**src/verilog/irq_vec_pkg.sv**
```systemverilog
// Constants shared by the interrupt priority and vectoring block.
package irq_vec_pkg;

  // Priority scale: 0 is the highest, 20 the lowest
  localparam int unsigned LEVEL_TOP   = 0;
  localparam int unsigned LEVEL_LAST  = 20;
  localparam int unsigned LEVEL_W     = 5;

  // Fixed priority levels of the local sources
  localparam logic [LEVEL_W-1:0] LVL_EXT_PIN   = 5'h01;
  localparam logic [LEVEL_W-1:0] LVL_PLL       = 5'h02;
  localparam logic [LEVEL_W-1:0] LVL_T1_CH0    = 5'h03;
  localparam logic [LEVEL_W-1:0] LVL_T1_CH1    = 5'h04;
  localparam logic [LEVEL_W-1:0] LVL_T1_OVF    = 5'h05;
  localparam logic [LEVEL_W-1:0] LVL_T2_CH0    = 5'h06;
  localparam logic [LEVEL_W-1:0] LVL_T2_CH1    = 5'h07;
  localparam logic [LEVEL_W-1:0] LVL_T2_OVF    = 5'h08;
  localparam logic [LEVEL_W-1:0] LVL_NONE      = 5'h00;

  // First level fed straight from outside peripherals
  localparam int unsigned LVL_PERIPH_FIRST = 9;

  // Vector addresses (high byte address of each two-byte vector)
  localparam logic [15:0] VEC_RESET    = 16'hfffe;
  localparam logic [15:0] VEC_SWI      = 16'hfffc;
  localparam logic [15:0] VEC_LOWEST   = 16'hffd4;

  // Number of timers and channels per timer
  localparam int unsigned NUM_TIMERS   = 2;
  localparam int unsigned NUM_CH       = 2;

  // Reset values
  localparam logic        RST_IMASK    = 1'b1;
  localparam logic        RST_FLAG     = 1'b0;
  localparam logic        RST_PIN_HIGH = 1'b1;

  // Kind of entry that was taken
  typedef enum logic [1:0] {
    ENTRY_RESET,
    ENTRY_SWI,
    ENTRY_HW
  } entry_kind_e;

endpackage
```
**src/verilog/interrupt_priority_vectoring.sv**
```systemverilog
// Interrupt source arbitration, local flags and vector generation.
//
// What this block does
// - Rank 0..20, vectors from FFFC down to FFD4
// - Global mask blocks all sources except software interrupt
// - Software interrupt non-maskable, top priority, vector FFFC
// - Software interrupt stacks PC, hardware stacks PC-1
// - Break point forces a software interrupt instruction
// - Low external pin latches level-1 request, vector FFFA
// - Lock change, either way, sets PLL change flag
// - PLL request only when enabled, level 2, FFF8
// - First timer overflow flag set on modulo rollover
// - First timer overflow request if enabled, level 5
// - First timer channel flags, enabled, levels 3 and 4
// - Second timer overflow flag, enabled, level 8
// - Second timer channel flags, enabled, levels 6 and 7
// - At instruction end, serve highest pending when unmasked
// - Entry sets global mask, no pre-emption afterwards
`timescale 1ns/1ps

module interrupt_priority_vectoring (
  input  wire logic                             i_clk,             // Bus clock, 25 MHz
  input  wire logic                             i_rst,             // Async reset, active high
  // External interrupt pin
  input  wire logic                             i_ext_irq_pin_n,   // External pin, active low
  input  wire logic                             i_ext_pin_irq_mask,// Local mask, 1 blocks
  input  wire logic                             i_ext_flag_clr,    // Software acknowledge pulse
  // Clock generator lock monitor
  input  wire logic                             i_pll_lock,        // Lock indication level
  input  wire logic                             i_pll_change_irq_enable, // PLL request enable
  input  wire logic                             i_pll_flag_clr,    // Clear PLL change flag
  // Timers: overflow bit 0 is the first timer, 1 the second; channel bits 0..1 the first, 2..3 the second
  input  wire logic [irq_vec_pkg::NUM_TIMERS-1:0] i_tmr_rollover,  // Rollover after match
  input  wire logic [irq_vec_pkg::NUM_TIMERS-1:0] i_timer_overflow_irq_enable, // Ovf enable
  input  wire logic [irq_vec_pkg::NUM_TIMERS-1:0] i_tmr_ovf_clr,   // Clear overflow flag
  input  wire logic [irq_vec_pkg::NUM_TIMERS*irq_vec_pkg::NUM_CH-1:0] i_tmr_ch_event, // Cap/cmp
  input  wire logic [irq_vec_pkg::NUM_TIMERS*irq_vec_pkg::NUM_CH-1:0]
                                                i_timer_channel_irq_enable, // Channel enable
  input  wire logic [irq_vec_pkg::NUM_TIMERS*irq_vec_pkg::NUM_CH-1:0] i_tmr_ch_clr, // Clear
  // Requests of the other peripherals, flag already ANDed with enable
  input  wire logic [irq_vec_pkg::LEVEL_LAST:irq_vec_pkg::LVL_PERIPH_FIRST] i_periph_req, // 9..20
  // CPU core side
  input  wire logic                             i_instr_done,      // Instruction boundary pulse
  input  wire logic                             i_swi_exec,        // Software interrupt executed
  input  wire logic                             i_brk_hit,         // Break point reached pulse
  input  wire logic                             i_imask_wr,        // CPU writes the mask bit
  input  wire logic                             i_imask_val,       // Value written to mask bit
  output logic                                  o_imask,           // Global mask bit
  output logic                                  o_force_swi,       // Make CPU run a SOFTWARE_INTERRUPT_INSTR
  output logic [irq_vec_pkg::LEVEL_LAST:1]      o_pending_level_bit, // Pending per level
  output logic                                  o_entry,           // Entry taken, one cycle
  output logic [15:0]                           o_vector_addr,     // Vector high-byte address
  output logic [irq_vec_pkg::LEVEL_W-1:0]       o_entry_level,     // Level of last entry
  output logic                                  o_push_pc_minus1,  // 1: stack PC-1, 0: PC
  output logic                                  o_ext_pin_irq_flag, // External pin flag
  output logic                                  o_pll_change_flag, // PLL change flag
  output logic [irq_vec_pkg::NUM_TIMERS-1:0]    o_timer_overflow_flag, // Overflow flags
  output logic [irq_vec_pkg::NUM_TIMERS*irq_vec_pkg::NUM_CH-1:0] o_timer_channel_flag // Chan
);
  import irq_vec_pkg::*;

  // Pin synchroniser stages and the accepted pin level
  logic                          pin_sync1_ff;   // First stage, read only by stage two
  logic                          pin_sync2_ff;   // Second stage
  logic                          pin_sync3_ff;   // Third stage
  logic                          pin_level_ff;   // Accepted pin level
  logic                          pin_fall;       // Accepted high to low change

  // Local flags
  logic                          ext_flag_ff;    // External pin flag
  logic                          lock_prev_ff;   // Lock level seen last cycle
  logic                          lock_seen_ff;   // Lock history valid after reset
  logic                          pll_flag_ff;    // PLL change flag
  logic [NUM_TIMERS-1:0]         ovf_flag_ff;    // Timer overflow flags
  logic [NUM_TIMERS*NUM_CH-1:0]  ch_flag_ff;     // Timer channel flags

  // Arbitration
  logic                          imask_ff;       // Global mask bit
  logic                          brk_pend_ff;    // Break waiting for its SOFTWARE_INTERRUPT_INSTR
  logic [LEVEL_LAST:1]           pend;           // Combined pending per level
  logic [LEVEL_W-1:0]            win_level;      // Highest pending level
  logic                          take_hw;        // Hardware entry this cycle
  logic                          take_swi;       // Software entry this cycle
  logic                          entry_ff;       // Entry pulse
  logic [15:0]                   vector_ff;      // Vector address register
  logic [LEVEL_W-1:0]            level_ff;       // Entry level register
  entry_kind_e                   kind_ff;        // Kind of last entry

  // Lowest index set wins, 0 when nothing is pending
  function automatic logic [LEVEL_W-1:0] top_level(input logic [LEVEL_LAST:1] req);
    logic [LEVEL_W-1:0] lvl;
    lvl = LVL_NONE;
    for (int i = LEVEL_LAST; i >= 1; i--) begin
      if (req[i]) begin
        lvl = LEVEL_W'(i);
      end
    end
    return lvl;
  endfunction

  // Vector for a level: two bytes below the software vector per level
  function automatic logic [15:0] level_vector(input logic [LEVEL_W-1:0] lvl);
    return VEC_SWI - {10'h000, lvl, 1'b0};
  endfunction

  // Three-stage synchroniser on the external pin
  always_ff @(posedge i_clk or posedge i_rst) begin
    if (i_rst) begin
      pin_sync1_ff <= RST_PIN_HIGH;
      pin_sync2_ff <= RST_PIN_HIGH;
      pin_sync3_ff <= RST_PIN_HIGH;
    end else begin
      pin_sync1_ff <= i_ext_irq_pin_n;
      pin_sync2_ff <= pin_sync1_ff;
      pin_sync3_ff <= pin_sync2_ff;
    end
  end

  // Accept a new pin level only when stages two and three agree
  always_ff @(posedge i_clk or posedge i_rst) begin
    if (i_rst) begin
      pin_level_ff <= RST_PIN_HIGH;
    end else if (pin_sync2_ff == pin_sync3_ff) begin
      pin_level_ff <= pin_sync3_ff;
    end
  end

  // Accepted falling change of the pin
  assign pin_fall = pin_level_ff & ~pin_sync2_ff & ~pin_sync3_ff;

  // Pin low latches request
  // Set wins over a clear in the same cycle; entry at level 1 acknowledges
  always_ff @(posedge i_clk or posedge i_rst) begin
    if (i_rst) begin
      ext_flag_ff <= RST_FLAG;
    end else if (pin_fall) begin
      ext_flag_ff <= 1'b1;
    end else if (i_ext_flag_clr || (take_hw && win_level == LVL_EXT_PIN)) begin
      ext_flag_ff <= 1'b0;
    end
  end

  // Lock history; the first sample after reset only arms the detector
  always_ff @(posedge i_clk or posedge i_rst) begin
    if (i_rst) begin
      lock_prev_ff <= 1'b0;
      lock_seen_ff <= 1'b0;
    end else begin
      lock_prev_ff <= i_pll_lock;
      lock_seen_ff <= 1'b1;
    end
  end

  // Lock change sets flag
  // Both entering and leaving lock count; set wins over clear
  always_ff @(posedge i_clk or posedge i_rst) begin
    if (i_rst) begin
      pll_flag_ff <= RST_FLAG;
    end else if (lock_seen_ff && (i_pll_lock != lock_prev_ff)) begin
      pll_flag_ff <= 1'b1;
    end else if (i_pll_flag_clr) begin
      pll_flag_ff <= 1'b0;
    end
  end

  // Per-timer overflow and channel flags
  for (genvar t = 0; t < NUM_TIMERS; t++) begin : g_tmr
    // Rollover sets overflow flag
    // Rollover pulse marks the wrap to zero after a modulo match
    always_ff @(posedge i_clk or posedge i_rst) begin
      if (i_rst) begin
        ovf_flag_ff[t] <= RST_FLAG;
      end else if (i_tmr_rollover[t]) begin
        ovf_flag_ff[t] <= 1'b1;
      end else if (i_tmr_ovf_clr[t]) begin
        ovf_flag_ff[t] <= 1'b0;
      end
    end

    for (genvar c = 0; c < NUM_CH; c++) begin : g_ch
      always_ff @(posedge i_clk or posedge i_rst) begin
        if (i_rst) begin
          ch_flag_ff[t*NUM_CH+c] <= RST_FLAG;
        end else if (i_tmr_ch_event[t*NUM_CH+c]) begin
          ch_flag_ff[t*NUM_CH+c] <= 1'b1;
        end else if (i_tmr_ch_clr[t*NUM_CH+c]) begin
          ch_flag_ff[t*NUM_CH+c] <= 1'b0;
        end
      end
    end
  end

  // Combined pending per level
  // Each local flag is qualified before ranking: the pin flag by its local mask, the others by their own enable
  always_comb begin
    pend = '0;
    pend[LVL_EXT_PIN] = ext_flag_ff & ~i_ext_pin_irq_mask;
    pend[LVL_PLL]     = pll_flag_ff & i_pll_change_irq_enable;
    pend[LVL_T1_CH0]  = ch_flag_ff[0] & i_timer_channel_irq_enable[0];
    pend[LVL_T1_CH1]  = ch_flag_ff[1] & i_timer_channel_irq_enable[1];
    pend[LVL_T1_OVF]  = ovf_flag_ff[0] & i_timer_overflow_irq_enable[0];
    pend[LVL_T2_CH0]  = ch_flag_ff[2] & i_timer_channel_irq_enable[2];
    pend[LVL_T2_CH1]  = ch_flag_ff[3] & i_timer_channel_irq_enable[3];
    pend[LVL_T2_OVF]  = ovf_flag_ff[1] & i_timer_overflow_irq_enable[1];
    // Outside peripherals arrive already combined
    pend[LEVEL_LAST:LVL_PERIPH_FIRST] = i_periph_req;
  end

  assign win_level = top_level(pend);

  // Software interrupt ignores mask
  // An executed SOFTWARE_INTERRUPT_INSTR or a forced one from the break logic enters at level 0
  assign take_swi = i_instr_done & (i_swi_exec | brk_pend_ff);

  // Mask blocks hardware sources
  // SOFTWARE_INTERRUPT_INSTR has precedence at the same boundary
  assign take_hw  = i_instr_done & ~take_swi & ~imask_ff & (win_level != LVL_NONE);

  // Break forces software interrupt
  // Held until the SOFTWARE_INTERRUPT_INSTR entry happens; a new hit wins over the clear
  always_ff @(posedge i_clk or posedge i_rst) begin
    if (i_rst) begin
      brk_pend_ff <= 1'b0;
    end else if (i_brk_hit) begin
      brk_pend_ff <= 1'b1;
    end else if (take_swi) begin
      brk_pend_ff <= 1'b0;
    end
  end

  // Entry sets global mask
  // Entry wins over a CPU write in the same cycle, so nothing pre-empts
  always_ff @(posedge i_clk or posedge i_rst) begin
    if (i_rst) begin
      imask_ff <= RST_IMASK;
    end else if (take_swi || take_hw) begin
      imask_ff <= 1'b1;
    end else if (i_imask_wr) begin
      imask_ff <= i_imask_val;
    end
  end

  // Entry pulse, one cycle after the winning boundary
  always_ff @(posedge i_clk or posedge i_rst) begin
    if (i_rst) begin
      entry_ff <= 1'b0;
    end else begin
      entry_ff <= take_swi | take_hw;
    end
  end

  // Vector per rank
  // Registers hold the last entry until the next one; reset shows level 0
  always_ff @(posedge i_clk or posedge i_rst) begin
    if (i_rst) begin
      vector_ff <= VEC_RESET;
      level_ff  <= LVL_NONE;
      kind_ff   <= ENTRY_RESET;
    end else if (take_swi) begin
      vector_ff <= VEC_SWI;
      level_ff  <= LVL_NONE;
      kind_ff   <= ENTRY_SWI;
    end else if (take_hw) begin
      vector_ff <= level_vector(win_level);
      level_ff  <= win_level;
      kind_ff   <= ENTRY_HW;
    end
  end

  always_comb begin
    case (kind_ff)
      ENTRY_HW:    o_push_pc_minus1 = 1'b1;
      ENTRY_SWI:   o_push_pc_minus1 = 1'b0;
      ENTRY_RESET: o_push_pc_minus1 = 1'b0;
      default:     o_push_pc_minus1 = 1'b0;
    endcase
  end

  // Outputs
  assign o_imask               = imask_ff;
  assign o_force_swi           = brk_pend_ff;
  assign o_pending_level_bit   = pend;
  assign o_entry               = entry_ff;
  assign o_vector_addr         = vector_ff;
  assign o_entry_level         = level_ff;
  assign o_ext_pin_irq_flag    = ext_flag_ff;
  assign o_pll_change_flag     = pll_flag_ff;
  assign o_timer_overflow_flag = ovf_flag_ff;
  assign o_timer_channel_flag  = ch_flag_ff;

endmodule // interrupt_priority_vectoring

```
**config.mk**
```make
export PLATFORM = sky130hd
export DESIGN_NAME = interrupt_priority_vectoring
export DESIGN_NICKNAME = d
export VERILOG_FILES = /design/src/verilog/irq_vec_pkg.sv /design/src/verilog/interrupt_priority_vectoring.sv
export SDC_FILE = /design/constraint.sdc
export NUM_CORES = 1
export LEC_CHECK = 0
export ABC_AREA = 1
export BUFFER_PORTS_ARGS = -buffer_cell sky130_fd_sc_hd__buf_2
export CAP_MARGIN = 15
export CELL_PAD_IN_SITES_DETAIL_PLACEMENT = 1
export CELL_PAD_IN_SITES_GLOBAL_PLACEMENT = 1
export CORE_ASPECT_RATIO = 0.75
export CORE_MARGIN = 4
export CORE_UTILIZATION = 30
export CTS_BUF_LIST = sky130_fd_sc_hd__clkbuf_16
export DETAILED_ROUTE_END_ITERATION = 8
export PLACE_DENSITY = 0.79
export SLEW_MARGIN = 20
export SYNTH_ARGS = -nofsm -noshare
export SYNTH_HDL_FRONTEND = slang
export SYNTH_SLANG_ARGS = --single-unit
```
**constraint.sdc**
```tcl
create_clock -name i_clk -period 2.3 [get_ports i_clk]
set_input_delay 0.23 -clock i_clk [delete_from_list [all_inputs] [get_ports i_clk]]
set_output_delay 0.23 -clock i_clk [all_outputs]
set_load 0.02 [all_outputs]
```
# [Yosys cells after proc, flatten, opt, wreduce, memory -nomap -nowiden]
# Index checks and enable logic that the tools add are counted.
# W data, S select, Z words.
[totals] register_bits=40 in_bits=43 out_inout_bits=53 elab_cells=109
[classes] add_sub_neg=1 n_eq_ne=4 n_mux=47 bitwise=21 n_reduce_logical=16
[op_table] cell="$mux W5" count=22
[op_table] cell="$mux W16" count=2
[op_table] cell="$reduce_bool A2 Y1" count=11
[op_table] cell="$mux W1" count=21
[op_table] cell="$and A1 B1 Y1" count=14
[op_table] cell="$sub A3 B7 Y8 const A" count=1
[op_table] cell="$eq A5 B1 Y1 const B" count=1
[op_table] cell="$not A1 Y1" count=5
[op_table] cell="$reduce_bool A5 Y1" count=1
[op_table] cell="$mux W2" count=2
[op_table] cell="$eq A2 B2 Y1 const B" count=1
[op_table] cell="$logic_and A1 B1 Y1" count=2
[op_table] cell="$logic_or A1 B1 Y1" count=2
[op_table] cell="$or A1 B1 Y1" count=2
[op_table] cell="$eq A1 B1 Y1" count=1
[op_table] cell="$ne A1 B1 Y1" count=1

# [Logic depth before layout (Yosys ltp)]
# Gate-level depths: netlist (run 1).
[depth] depth_word=26 depth_mapped=27 ltp_nobuf=27

# [Least setup slack after synthesis (run 1)]
# OpenSTA, ideal clock, no wires.
[synth_path] path_kind="register to register" from="register ovf_flag_ff[1] (netlist: o_timer_overflow_flag[1])" to="register level_ff[4] (netlist: o_entry_level[4])" setup_time_ns=0.128 arrival_ns=1.935 required_time_ns=2.172 slack_ns=0.237 stages_incl_launch_ff=15 path_buffers=0 period_less_slack_ns=2.063 cell_sequence="dfrtp_1 nand2_2 inv_2 nor2_2 a21oi_1 or2_1 a21oi_1 inv_1 ha_1 nand4_4 nand2_4 nand2_4 inv_2 nand2_1 o21ai_0"
[synth_between] elab_chain_cells=12 word_cells_on_any_way=14 cone_classes="mux (10); bitwise (2); reduce/logical (2)"
[synth_lines] element="start, declared" line="interrupt_priority_vectoring.sv:74" rtl="logic [NUM_TIMERS-1:0] ovf_flag_ff;"
[synth_lines] element="start signal, assigned by index" line="interrupt_priority_vectoring.sv:172" rtl="ovf_flag_ff[t] <= RST_FLAG;"
[synth_lines] element="start signal, assigned by index" line="interrupt_priority_vectoring.sv:174" rtl="ovf_flag_ff[t] <= 1'b1;"
[synth_lines] element="start signal, assigned by index" line="interrupt_priority_vectoring.sv:176" rtl="ovf_flag_ff[t] <= 1'b0;"
[synth_lines] element="$and A1 B1 Y1 *" line="interrupt_priority_vectoring.sv:204" rtl="pend[LVL_T2_OVF] = ovf_flag_ff[1] & i_timer_overflow_irq_enable[1];"
[synth_lines] element="net o_pending_level_bit, one bit" line="interrupt_priority_vectoring.sv:50" rtl="output logic [irq_vec_pkg::LEVEL_LAST:1] o_pending_level_bit,"
[synth_lines] element="$mux W5 * (8 in series)" line="interrupt_priority_vectoring.sv:94" rtl="if (req[i]) begin"
[synth_lines] element="$reduce_bool A5 Y1" line="interrupt_priority_vectoring.sv:217" rtl="assign take_hw = i_instr_done & ~take_swi & ~imask_ff & (win_level != LVL_NONE);"
[synth_lines] element="$and A1 B1 Y1" line="interrupt_priority_vectoring.sv:217"
[synth_lines] element="$reduce_bool A2 Y1 (no line)"
[synth_lines] element="end signal, assigned" line="interrupt_priority_vectoring.sv:265" rtl="level_ff <= win_level;"
[synth_lines] element="end, declared" line="interrupt_priority_vectoring.sv:86" rtl="logic [LEVEL_W-1:0] level_ff;"
# The timed path passes the listed nets; every way through them passes the cells marked *. The select of a mux whose other input is x is not followed.
# A chain may end at the register's enable or synchronous reset.

# [Worst setup path after layout (run 1)]
[layout_path] from="register ovf_flag_ff[1] (netlist: o_timer_overflow_flag[1])" to="register level_ff[2] (netlist: o_entry_level[2])"
[layout_between] elab_chain_cells=12 word_cells_on_any_way=14 cone_classes="mux (10); bitwise (2); reduce/logical (2)"
[layout_lines] element="$and A1 B1 Y1 *" line="interrupt_priority_vectoring.sv:204"
[layout_lines] element="$mux W5 * (8 in series)" line="interrupt_priority_vectoring.sv:94"
[layout_lines] element="$reduce_bool A5 Y1" line="interrupt_priority_vectoring.sv:217"
[layout_lines] element="$and A1 B1 Y1" line="interrupt_priority_vectoring.sv:217"
[layout_lines] element="$reduce_bool A2 Y1 (no line)"
# Mark *: on every way between the ends. The rest lies on a longest branch, timed or not. The select of a mux whose other input is x is not followed.

==> metrics.yaml, run 1 <==
drt:
  drt-pass1-iter-count: 4
  detail_route.iter0.violations: 33
  via_per_inst: 4.14
  detailroute.via_count: 1520
  drt-total-wl_um: 4320
  drt_drc_violations_left: 0
  number_of_nets_still_failing_antenna_checks_after_routing: 0
  avgRoutedWirePerCell_um: 11.8
synthesis:
  top_area_cells_in_the_synthesized_netlist: "sky130_fd_sc_hd__dfrtp_1, sky130_fd_sc_hd__dfstp_2, sky130_fd_sc_hd__nand2_1"
  ys.flop_type: "sky130_fd_sc_hd__dfrtp_1"
  synthesis.instances: 207
  synth_enable_flop_cells: 0
  asyncSetResetFlopFracSynth: 1.00
  synth-seq-cells: 30
  synth.yosys.seq_area_share: 0.449
  post_synth_num_cell_types: 28
  yosys.area.top_type_share: 0.279
  post_synth_instance_area_um2: 1700
  yosysTopAreaCell: "sky130_fd_sc_hd__dfrtp_1"
  synth.avg_cell_area_um2: 8.22
  ys_warn_count: 0
critical_path:
  critical-path-max-stage-delay_ns: 0.40
  ff2ff_setup_slack_ns: 0.21
  critical-path-slowest-cell: "sky130_fd_sc_hd__dfrtp_1"
  worst_path_dominant_cell_family: "simple AND/OR/NAND/NOR gates"
  cp.buffers_inverters: 3
  critical_path_at_ns: 2.24
  crit_chain: "nand2_2 -> inv_2 -> nor2_2 -> a21oi_1 -> or2_1 -> a21oi_1 -> inv_1 -> ha_1 -> nand4_4 -> nand2_4 -> nand2_4 -> inv_2 -> nand2_1 -> o21ai_0"
  worst-endpoint-required_ns: 2.45
  timing.setup.critical_path_class: "reg -> reg"
  nature_of_the_critical_path_startpoint: "flop"
  critPathCaptureType: "flop"
  timing.critical_path.fanout_max: 9
finish:
  final_core_util: 0.424
  antenna-diode-count: 0
  postLayoutCellArea_um2: 2290
  finalNetCount: 337
  layout_area_overhead_pct: 34.7
  fill_cell_instance_count_of_the_final_layout: 698
  drive_above_1_share: 0.425
  final-seq-area_um2: 764
  area_occupied_by_multi_input_gates_um2: 656
cts:
  post_cts_hold_buffers: 0
  cts_tree: "yes"
  clk-insertion-delay-late_ns: 0.27
  cts_buffers: 5
  cts.sinks: 30
  clockRootBuffer: "sky130_fd_sc_hd__clkbuf_16"
  cts.clk_slew.worst_paths_ns: 0.05
  post_cts_resize_count: 0
  post_cts.repair.setup_buffers: 0
  clock_tree.buffer_depth: 2
  h_tree_level_count: 2
sta:
  tns_ns: 0
  fin_hold_ws_ns: 0.0157
  final-setup-viol-count: 0
  final_period_util: 0.908
  fmaxAchievable_ghz: 0.479
  period_needed_ns: 2.09
  fin_skew_ns: 0.00477
  slew_headroom: 0.660
  grt_setup_unrepaired: "no"
  slew_viol_final: 0
  tightest_slew_ns: 0.505
  finalHoldViolCount: 0
  final_critical_path_setup_slack_ns: 0.213
placed_design:
  gp_routability_congestion: 0.771
  numPortBuffers: 85
  detailedPlace.worstSlack_ns: 0.0274
  dp_hpwl_um: 3720
  detailed_place.area_um2: 2130
power_and_ir_drop:
  peakVddDrop_v: 0.000373
  p_per_area_nw_per_um2: 698
  leakage_nw: 1.31
global_routing:
  grt_start_max_net_pins: 31
  grt_pass1_wl_um: 7240
  overflow: 0
  via_count_of_the_first_global_routing_pass: 1671
  global_route.usage.total: 0.135
  antenna_found_initial: 0
floorplanning:
  die_w_um: 95.0
  floorplan.rows: 23
  initial_core_util: 0.315
  die_area_um2: 6950
  placeableCoreArea_um2: 5410
  die_h_um: 73.2
  io_pins: 96
flow_run:
  max_cap_viols: 0
worst_hold_path:
  min-delay-path-class: "in -> async"
outcome:
  outcome: "complete, no violations"
## cells in the final DEF (no fill, tap or decap), types with 5 or more instances in the layout
master	Yosys	final
sky130_fd_sc_hd__dfrtp_1	19	19
sky130_fd_sc_hd__dfstp_2	11	11
sky130_fd_sc_hd__o21ai_0	7	7
sky130_fd_sc_hd__buf_2	0	85
sky130_fd_sc_hd__nand2_1	45	45
sky130_fd_sc_hd__o21bai_1	7	7
sky130_fd_sc_hd__clkbuf_16	0	5
sky130_fd_sc_hd__nor2_1	15	15
sky130_fd_sc_hd__nand3_1	6	6
sky130_fd_sc_hd__a21oi_1	6	6
sky130_fd_sc_hd__conb_1	2	11
sky130_fd_sc_hd__inv_1	37	37
sky130_fd_sc_hd__buf_4	22	5
## Yosys cell counts (6+ instances only)
cell / count
sky130_fd_sc_hd__nand2_1: 45
sky130_fd_sc_hd__inv_1: 37
sky130_fd_sc_hd__buf_4: 22
sky130_fd_sc_hd__dfrtp_1: 19
sky130_fd_sc_hd__nor2_1: 15
sky130_fd_sc_hd__dfstp_2: 11
sky130_fd_sc_hd__o21ai_0: 7
sky130_fd_sc_hd__o21bai_1: 7
sky130_fd_sc_hd__a21oi_1: 6
sky130_fd_sc_hd__nand3_1: 6
## registers in the layout (all words and copies together) (netlist names)
| signal | cells |
|---|---|
| pin_sync3_ff | 1 |
| o_pll_change_flag | 1 |
| kind_ff | 2 |
| lock_prev_ff | 1 |
| lock_seen_ff | 1 |
| pin_level_ff | 1 |
| o_timer_overflow_flag | 2 |
| pin_sync1_ff | 1 |
| o_imask | 1 |
| o_timer_channel_flag | 4 |
| o_entry_level | 5 |
| o_ext_pin_irq_flag | 1 |
| o_entry | 1 |
| o_force_swi | 1 |
| o_vector_addr | 6 |
| pin_sync2_ff | 1 |
## power breakdown
| part | internal (W) | switching (W) | total, W |
|---|---|---|---|
| clock | 0.000505 | 0.000214 | 0.000719 |
| combinational | 0.000109 | 0.000193 | 0.000303 |
| sequential | 0.000561 | 0.0000169 | 0.000578 |
| total | 0.00117 | 0.000425 | 0.00160 |
## metal layers
layer / vias up / global-route usage / routed length [um]
met4: 0 / 0.0384 / 42
met1: 686 / 0.163 / 1900
met5: - / 0 / 0
li1: 769 / - / -
met3: 5 / 0.0485 / 365
met2: 60 / 0.227 / 2010
## path summary, 6_finish.rpt
path	from	end	cells after the start
setup reg to reg	o_timer_overflow_flag[1]	o_entry_level[2]	14
min in group i_clk	i_ext_irq_pin_n	pin_sync1_ff	1
hold / removal	i_rst	o_timer_channel_flag[1]	3
max in group asynchronous	i_rst	o_vector_addr[3]	3
hold reg to reg	pin_sync1_ff	pin_sync2_ff	0
setup / recovery	o_timer_overflow_flag[1]	o_entry_level[2]	14
## layout make-up
cell class | count | area share
multi-input cells | 124 | 0.286
clock inverters | 3 | 0.0175
repair buffers | 90 | 0.202
inverters | 40 | 0.0655
clock buffers | 5 | 0.0546
well taps | 75 | 0.0409
flip-flops and latches | 30 | 0.334
## worst reg2reg max path, cell delays in order, from the launching register on
cell,delay [ns]
sky130_fd_sc_hd__dfrtp_1,0.40
sky130_fd_sc_hd__nand2_2,0.09
sky130_fd_sc_hd__inv_2,0.04
sky130_fd_sc_hd__nor2_2,0.10
sky130_fd_sc_hd__a21oi_1,0.07
sky130_fd_sc_hd__or2_1,0.22
sky130_fd_sc_hd__a21oi_1,0.19
sky130_fd_sc_hd__inv_1,0.09
sky130_fd_sc_hd__ha_1,0.24
sky130_fd_sc_hd__nand4_4,0.12
sky130_fd_sc_hd__nand2_4,0.09
sky130_fd_sc_hd__nand2_4,0.10
sky130_fd_sc_hd__inv_2,0.08
sky130_fd_sc_hd__nand2_1,0.06
sky130_fd_sc_hd__o21ai_0,0.07
## stage by stage
| stage | total power [W] | cells |
|---|---|---|
| 3_5_place_dp | 0.000894 | 359 |
| 3_3_place_gp | 0.000884 | 359 |
| 5_1_grt | 0.00168 | 367 |
| 6_report | 0.00160 | 367 |
| 4_1_cts | 0.00163 | 367 |
| 2_1_floorplan | 0.000797 | 216 |
## cells by family (layout without fill, tap and decap cells)
kind of cell,after synthesis,after routing,share of synthesized area
AOI/OAI and AO/OA,26,26,0.0971
adders and majority gates,3,3,0.0221
buffers and inverters,62,138,0.185
DFF,30,30,0.449
muxes,1,1,0.00588
other,2,11,0.00441
and+or+nand+nor,83,83,0.236
Power figures use the tool's default switching activity.
==> inputs of run 2 (changes only) <==
ABC_AREA = not set   (was 1)
CORE_UTILIZATION = 32   (was 30)
PLACE_DENSITY = 0.8   (was 0.79)
==> run 2 against run 1 <==
Compared with the run above:
- synthesized area increased by 1.5%
- worst setup slack worse by 0.15 ns
- non-clock buffer count up 7
- total power shrank 3.0%
- combinational power rose by 15%
- clock-buffer cell count is the same
- sequential power grew 1%
- via count is 1.6% higher
- hold slack better by 0.011 ns
- largest cell class is now multi-input gates
- largest power group unchanged
==> metrics.yaml, run 2 <==
outcome:
  outcome: "complete, no violations"
critical_path:
  crit_start: "o_timer_channel_flag[3]"
  timing.critical_path.fanout_max: 15
  critPathCaptureType: "flop"
  r2r.worst_path.cells: 11
  nature_of_the_critical_path_startpoint: "flop"
  worst-endpoint-required_ns: 2.46
  r2r-end: "o_entry_level[4]"
  critical_path_at_ns: 2.40
  ff2ff_setup_slack_ns: 0.06
  timing.setup.critical_path_class: "reg -> reg"
  rr_startpoint: "o_timer_channel_flag[3]"
drt:
  drt-total-wl_um: 4900
  via_per_inst: 4.58
  number_of_nets_still_failing_antenna_checks_after_routing: 0
  detail_route.iter0.violations: 32
  maxUsedRoutingLayer: "met4"
  detailed_routed_wire_length_on_met3_um: 360
  detailroute.via_count: 1544
  drt_drc_violations_left: 0
  drt-met1-wl_um: 2120
  met2_wirelength_um: 2370
  drt-pass1-iter-count: 4
  avgRoutedWirePerCell_um: 14.5
cts:
  clk-insertion-delay-late_ns: 0.27
  cts_tree: "yes"
  clockRootBuffer: "sky130_fd_sc_hd__clkbuf_16"
  post_cts_hold_buffers: 0
  clock_tree.buffer_depth: 2
  cts.clk_slew.worst_paths_ns: 0.05
  cts.sinks: 30
  cts_buffers: 5
  h_tree_level_count: 2
global_routing:
  via_count_of_the_first_global_routing_pass: 1575
  grt_pass1_wl_um: 7610
  grt_start_max_net_pins: 31
  antenna_found_initial: 0
  overflow: 0
  global_route.usage.total: 0.145
worst_hold_path:
  min-delay-path-class: "in -> async"
finish:
  largest_register_ff_count: 6
  top_library_cells_by_usage_in_the_layout_fill_and_taps_aside: "sky130_fd_sc_hd__buf_2, sky130_fd_sc_hd__inv_1, sky130_fd_sc_hd__dfrtp_1, sky130_fd_sc_hd__nor2_1"
  antenna-diode-count: 0
  final-seq-area_um2: 767
  final_common_cell: "sky130_fd_sc_hd__buf_2"
  fill_cell_instance_count_of_the_final_layout: 622
  postLayoutCellArea_um2: 2390
  drive_above_1_share: 0.506
  finalNonFillerCells: 337
  finalNetCount: 310
  area_occupied_by_multi_input_gates_um2: 796
  layout_area_overhead_pct: 38.3
sta:
  fmaxAchievable_ghz: 0.447
  grt_setup_unrepaired: "yes"
  slew_viol_final: 0
  final_period_util: 0.973
  period_needed_ns: 2.24
  final-setup-viol-count: 0
  finalHoldViolCount: 0
  tns_ns: 0
  fin_skew_ns: 0.00534
synthesis:
  ys_top_cells_by_count: "sky130_fd_sc_hd__buf_4, sky130_fd_sc_hd__inv_1, sky130_fd_sc_hd__dfrtp_1"
  post_synth_num_cell_types: 44
  post_synth_instance_area_um2: 1730
  synth.avg_cell_area_um2: 9.87
  synth-seq-cells: 30
  yosys.area.top_type_share: 0.275
  synth_enable_flop_cells: 0
  synthesis.instances: 175
  top_area_cells_in_the_synthesized_netlist: "sky130_fd_sc_hd__dfrtp_1, sky130_fd_sc_hd__dfstp_2, sky130_fd_sc_hd__buf_4"
  asyncSetResetFlopFracSynth: 1.00
  synth.yosys.seq_area_share: 0.443
  synth.most_common_cell: "sky130_fd_sc_hd__buf_4"
  ys_warn_count: 0
  ys.flop_type: "sky130_fd_sc_hd__dfrtp_1"
  yosysTopAreaCell: "sky130_fd_sc_hd__dfrtp_1"
placed_design:
  gp_routability_congestion: 0.832
  detailed_place.area_um2: 2200
  dpl.cell_count: 328
  numPortBuffers: 85
  dp_hpwl_um: 3910
power_and_ir_drop:
  power_frac_comb: 0.225
  clock_power_share: 0.399
  power.switching_w: 0.000457
  p_per_area_nw_per_um2: 649
  total_internal_power_w: 0.00109
  leakage_nw: 1.20
  swShare: 0.295
  sequentialPowerShare: 0.376
  peakVddDrop_v: 0.000450
floorplanning:
  io_pins: 96
  initial_core_util: 0.341
  die_h_um: 71.6
  die_w_um: 92.8
  floorplan.rows: 22
  die_area_um2: 6650
  placeableCoreArea_um2: 5060
flow_run:
  max_cap_viols: 0
[run 2: cell types whose count changed after synthesis, moves of 4 or more]
| cell | previous run | this run |
|---|---|---|
| sky130_fd_sc_hd__inv_1 | 37 | 20 |
| sky130_fd_sc_hd__nor2b_1 | 0 | 4 |
| sky130_fd_sc_hd__o21bai_1 | 7 | 1 |
| sky130_fd_sc_hd__nand2_1 | 45 | 8 |
| sky130_fd_sc_hd__a21o_1 | 1 | 7 |
| sky130_fd_sc_hd__and2_1 | 0 | 7 |
[run 2: metal layers]
| metal | vias up | track usage |
|---|---|---|
| met4 | 0 | 0.0472 |
| li1 | 747 | - |
| met5 | - | 0 |
| met3 | 4 | 0.0504 |
| met1 | 741 | 0.186 |
| met2 | 52 | 0.230 |
[run 2: metrics by stage]
step                total power, W  setup WS (ns)  utilization  hold WS (ns)
floorplan                 0.000807         0.0254            -         0.234
detailed placement        0.000924        -0.0927        0.434         0.333
global placement          0.000916         0.0274        0.434         0.318
finish                     0.00155         0.0614        0.472        0.0266
global route               0.00164        -0.0708        0.472        0.0462
CTS                        0.00156        0.00905        0.470        0.0438
[run 2: logic make-up (layout without fill, tap and decap cells)]
group	after synthesis	count (layout)	share of synthesized area
AO/OA/AOI/OAI	44	44	0.206
XOR/XNOR	2	2	0.0101
adder cells (fa/ha/maj)	4	4	0.0275
buffers and inverters	44	125	0.149
flip-flops	30	30	0.443
multiplexers	1	1	0.00580
other	2	11	0.00435
AND/OR/NAND/NOR	48	48	0.155
[run 2: worst max-delay path by stage]
stage	end	slack, ns	cells after the start
finish	o_entry_level[4]	0.06	11
global route	o_entry_level[4]	-0.07	11
CTS	o_vector_addr[5]	0.009	10
detailed placement	o_entry_level[2]	-0.09	10
global placement	o_entry_level[3]	0.03	11
floorplan	o_entry_level[3]	0.03	11
[run 2: final cells by class]
| class | count | share of cell area |
|---|---|---|
| Clock buffer | 5 | 0.0524 |
| Clock inverter | 3 | 0.00681 |
| Inverter | 20 | 0.0314 |
| Multi-Input combinational cell | 110 | 0.333 |
| Sequential cell | 30 | 0.321 |
| Tap cell | 72 | 0.0377 |
| Timing Repair Buffer | 97 | 0.217 |
[run 2: timing repair]
item / CTS / global route
endpoints found under the setup margin: 12 / 11
pin swaps: 2 / 2
buffers inserted: 1 / 0
gates resized for setup: 6 / 3
[run 2: power by group through the flow]
stage	combinational, W	clock [W]	sequential (W)
final	0.000348	0.000619	0.000584
after global routing	0.000381	0.000669	0.000587
after CTS	0.000347	0.000632	0.000583
after detailed placement	0.000333	0	0.000591
after global placement	0.000326	0	0.000590
after floorplan	0.000194	0	0.000612
[run 2: critical path: stages, from the launching register on]
cell                        delay (ns)
sky130_fd_sc_hd__dfrtp_2          0.42
sky130_fd_sc_hd__and2_4           0.16
sky130_fd_sc_hd__a2111oi_4        0.19
sky130_fd_sc_hd__o41ai_2          0.15
sky130_fd_sc_hd__a41o_1           0.27
sky130_fd_sc_hd__nor2_4           0.15
sky130_fd_sc_hd__ha_2             0.19
sky130_fd_sc_hd__inv_2            0.05
sky130_fd_sc_hd__o31ai_4          0.20
sky130_fd_sc_hd__buf_6            0.19
sky130_fd_sc_hd__nand3_1          0.08
sky130_fd_sc_hd__o41ai_1          0.06
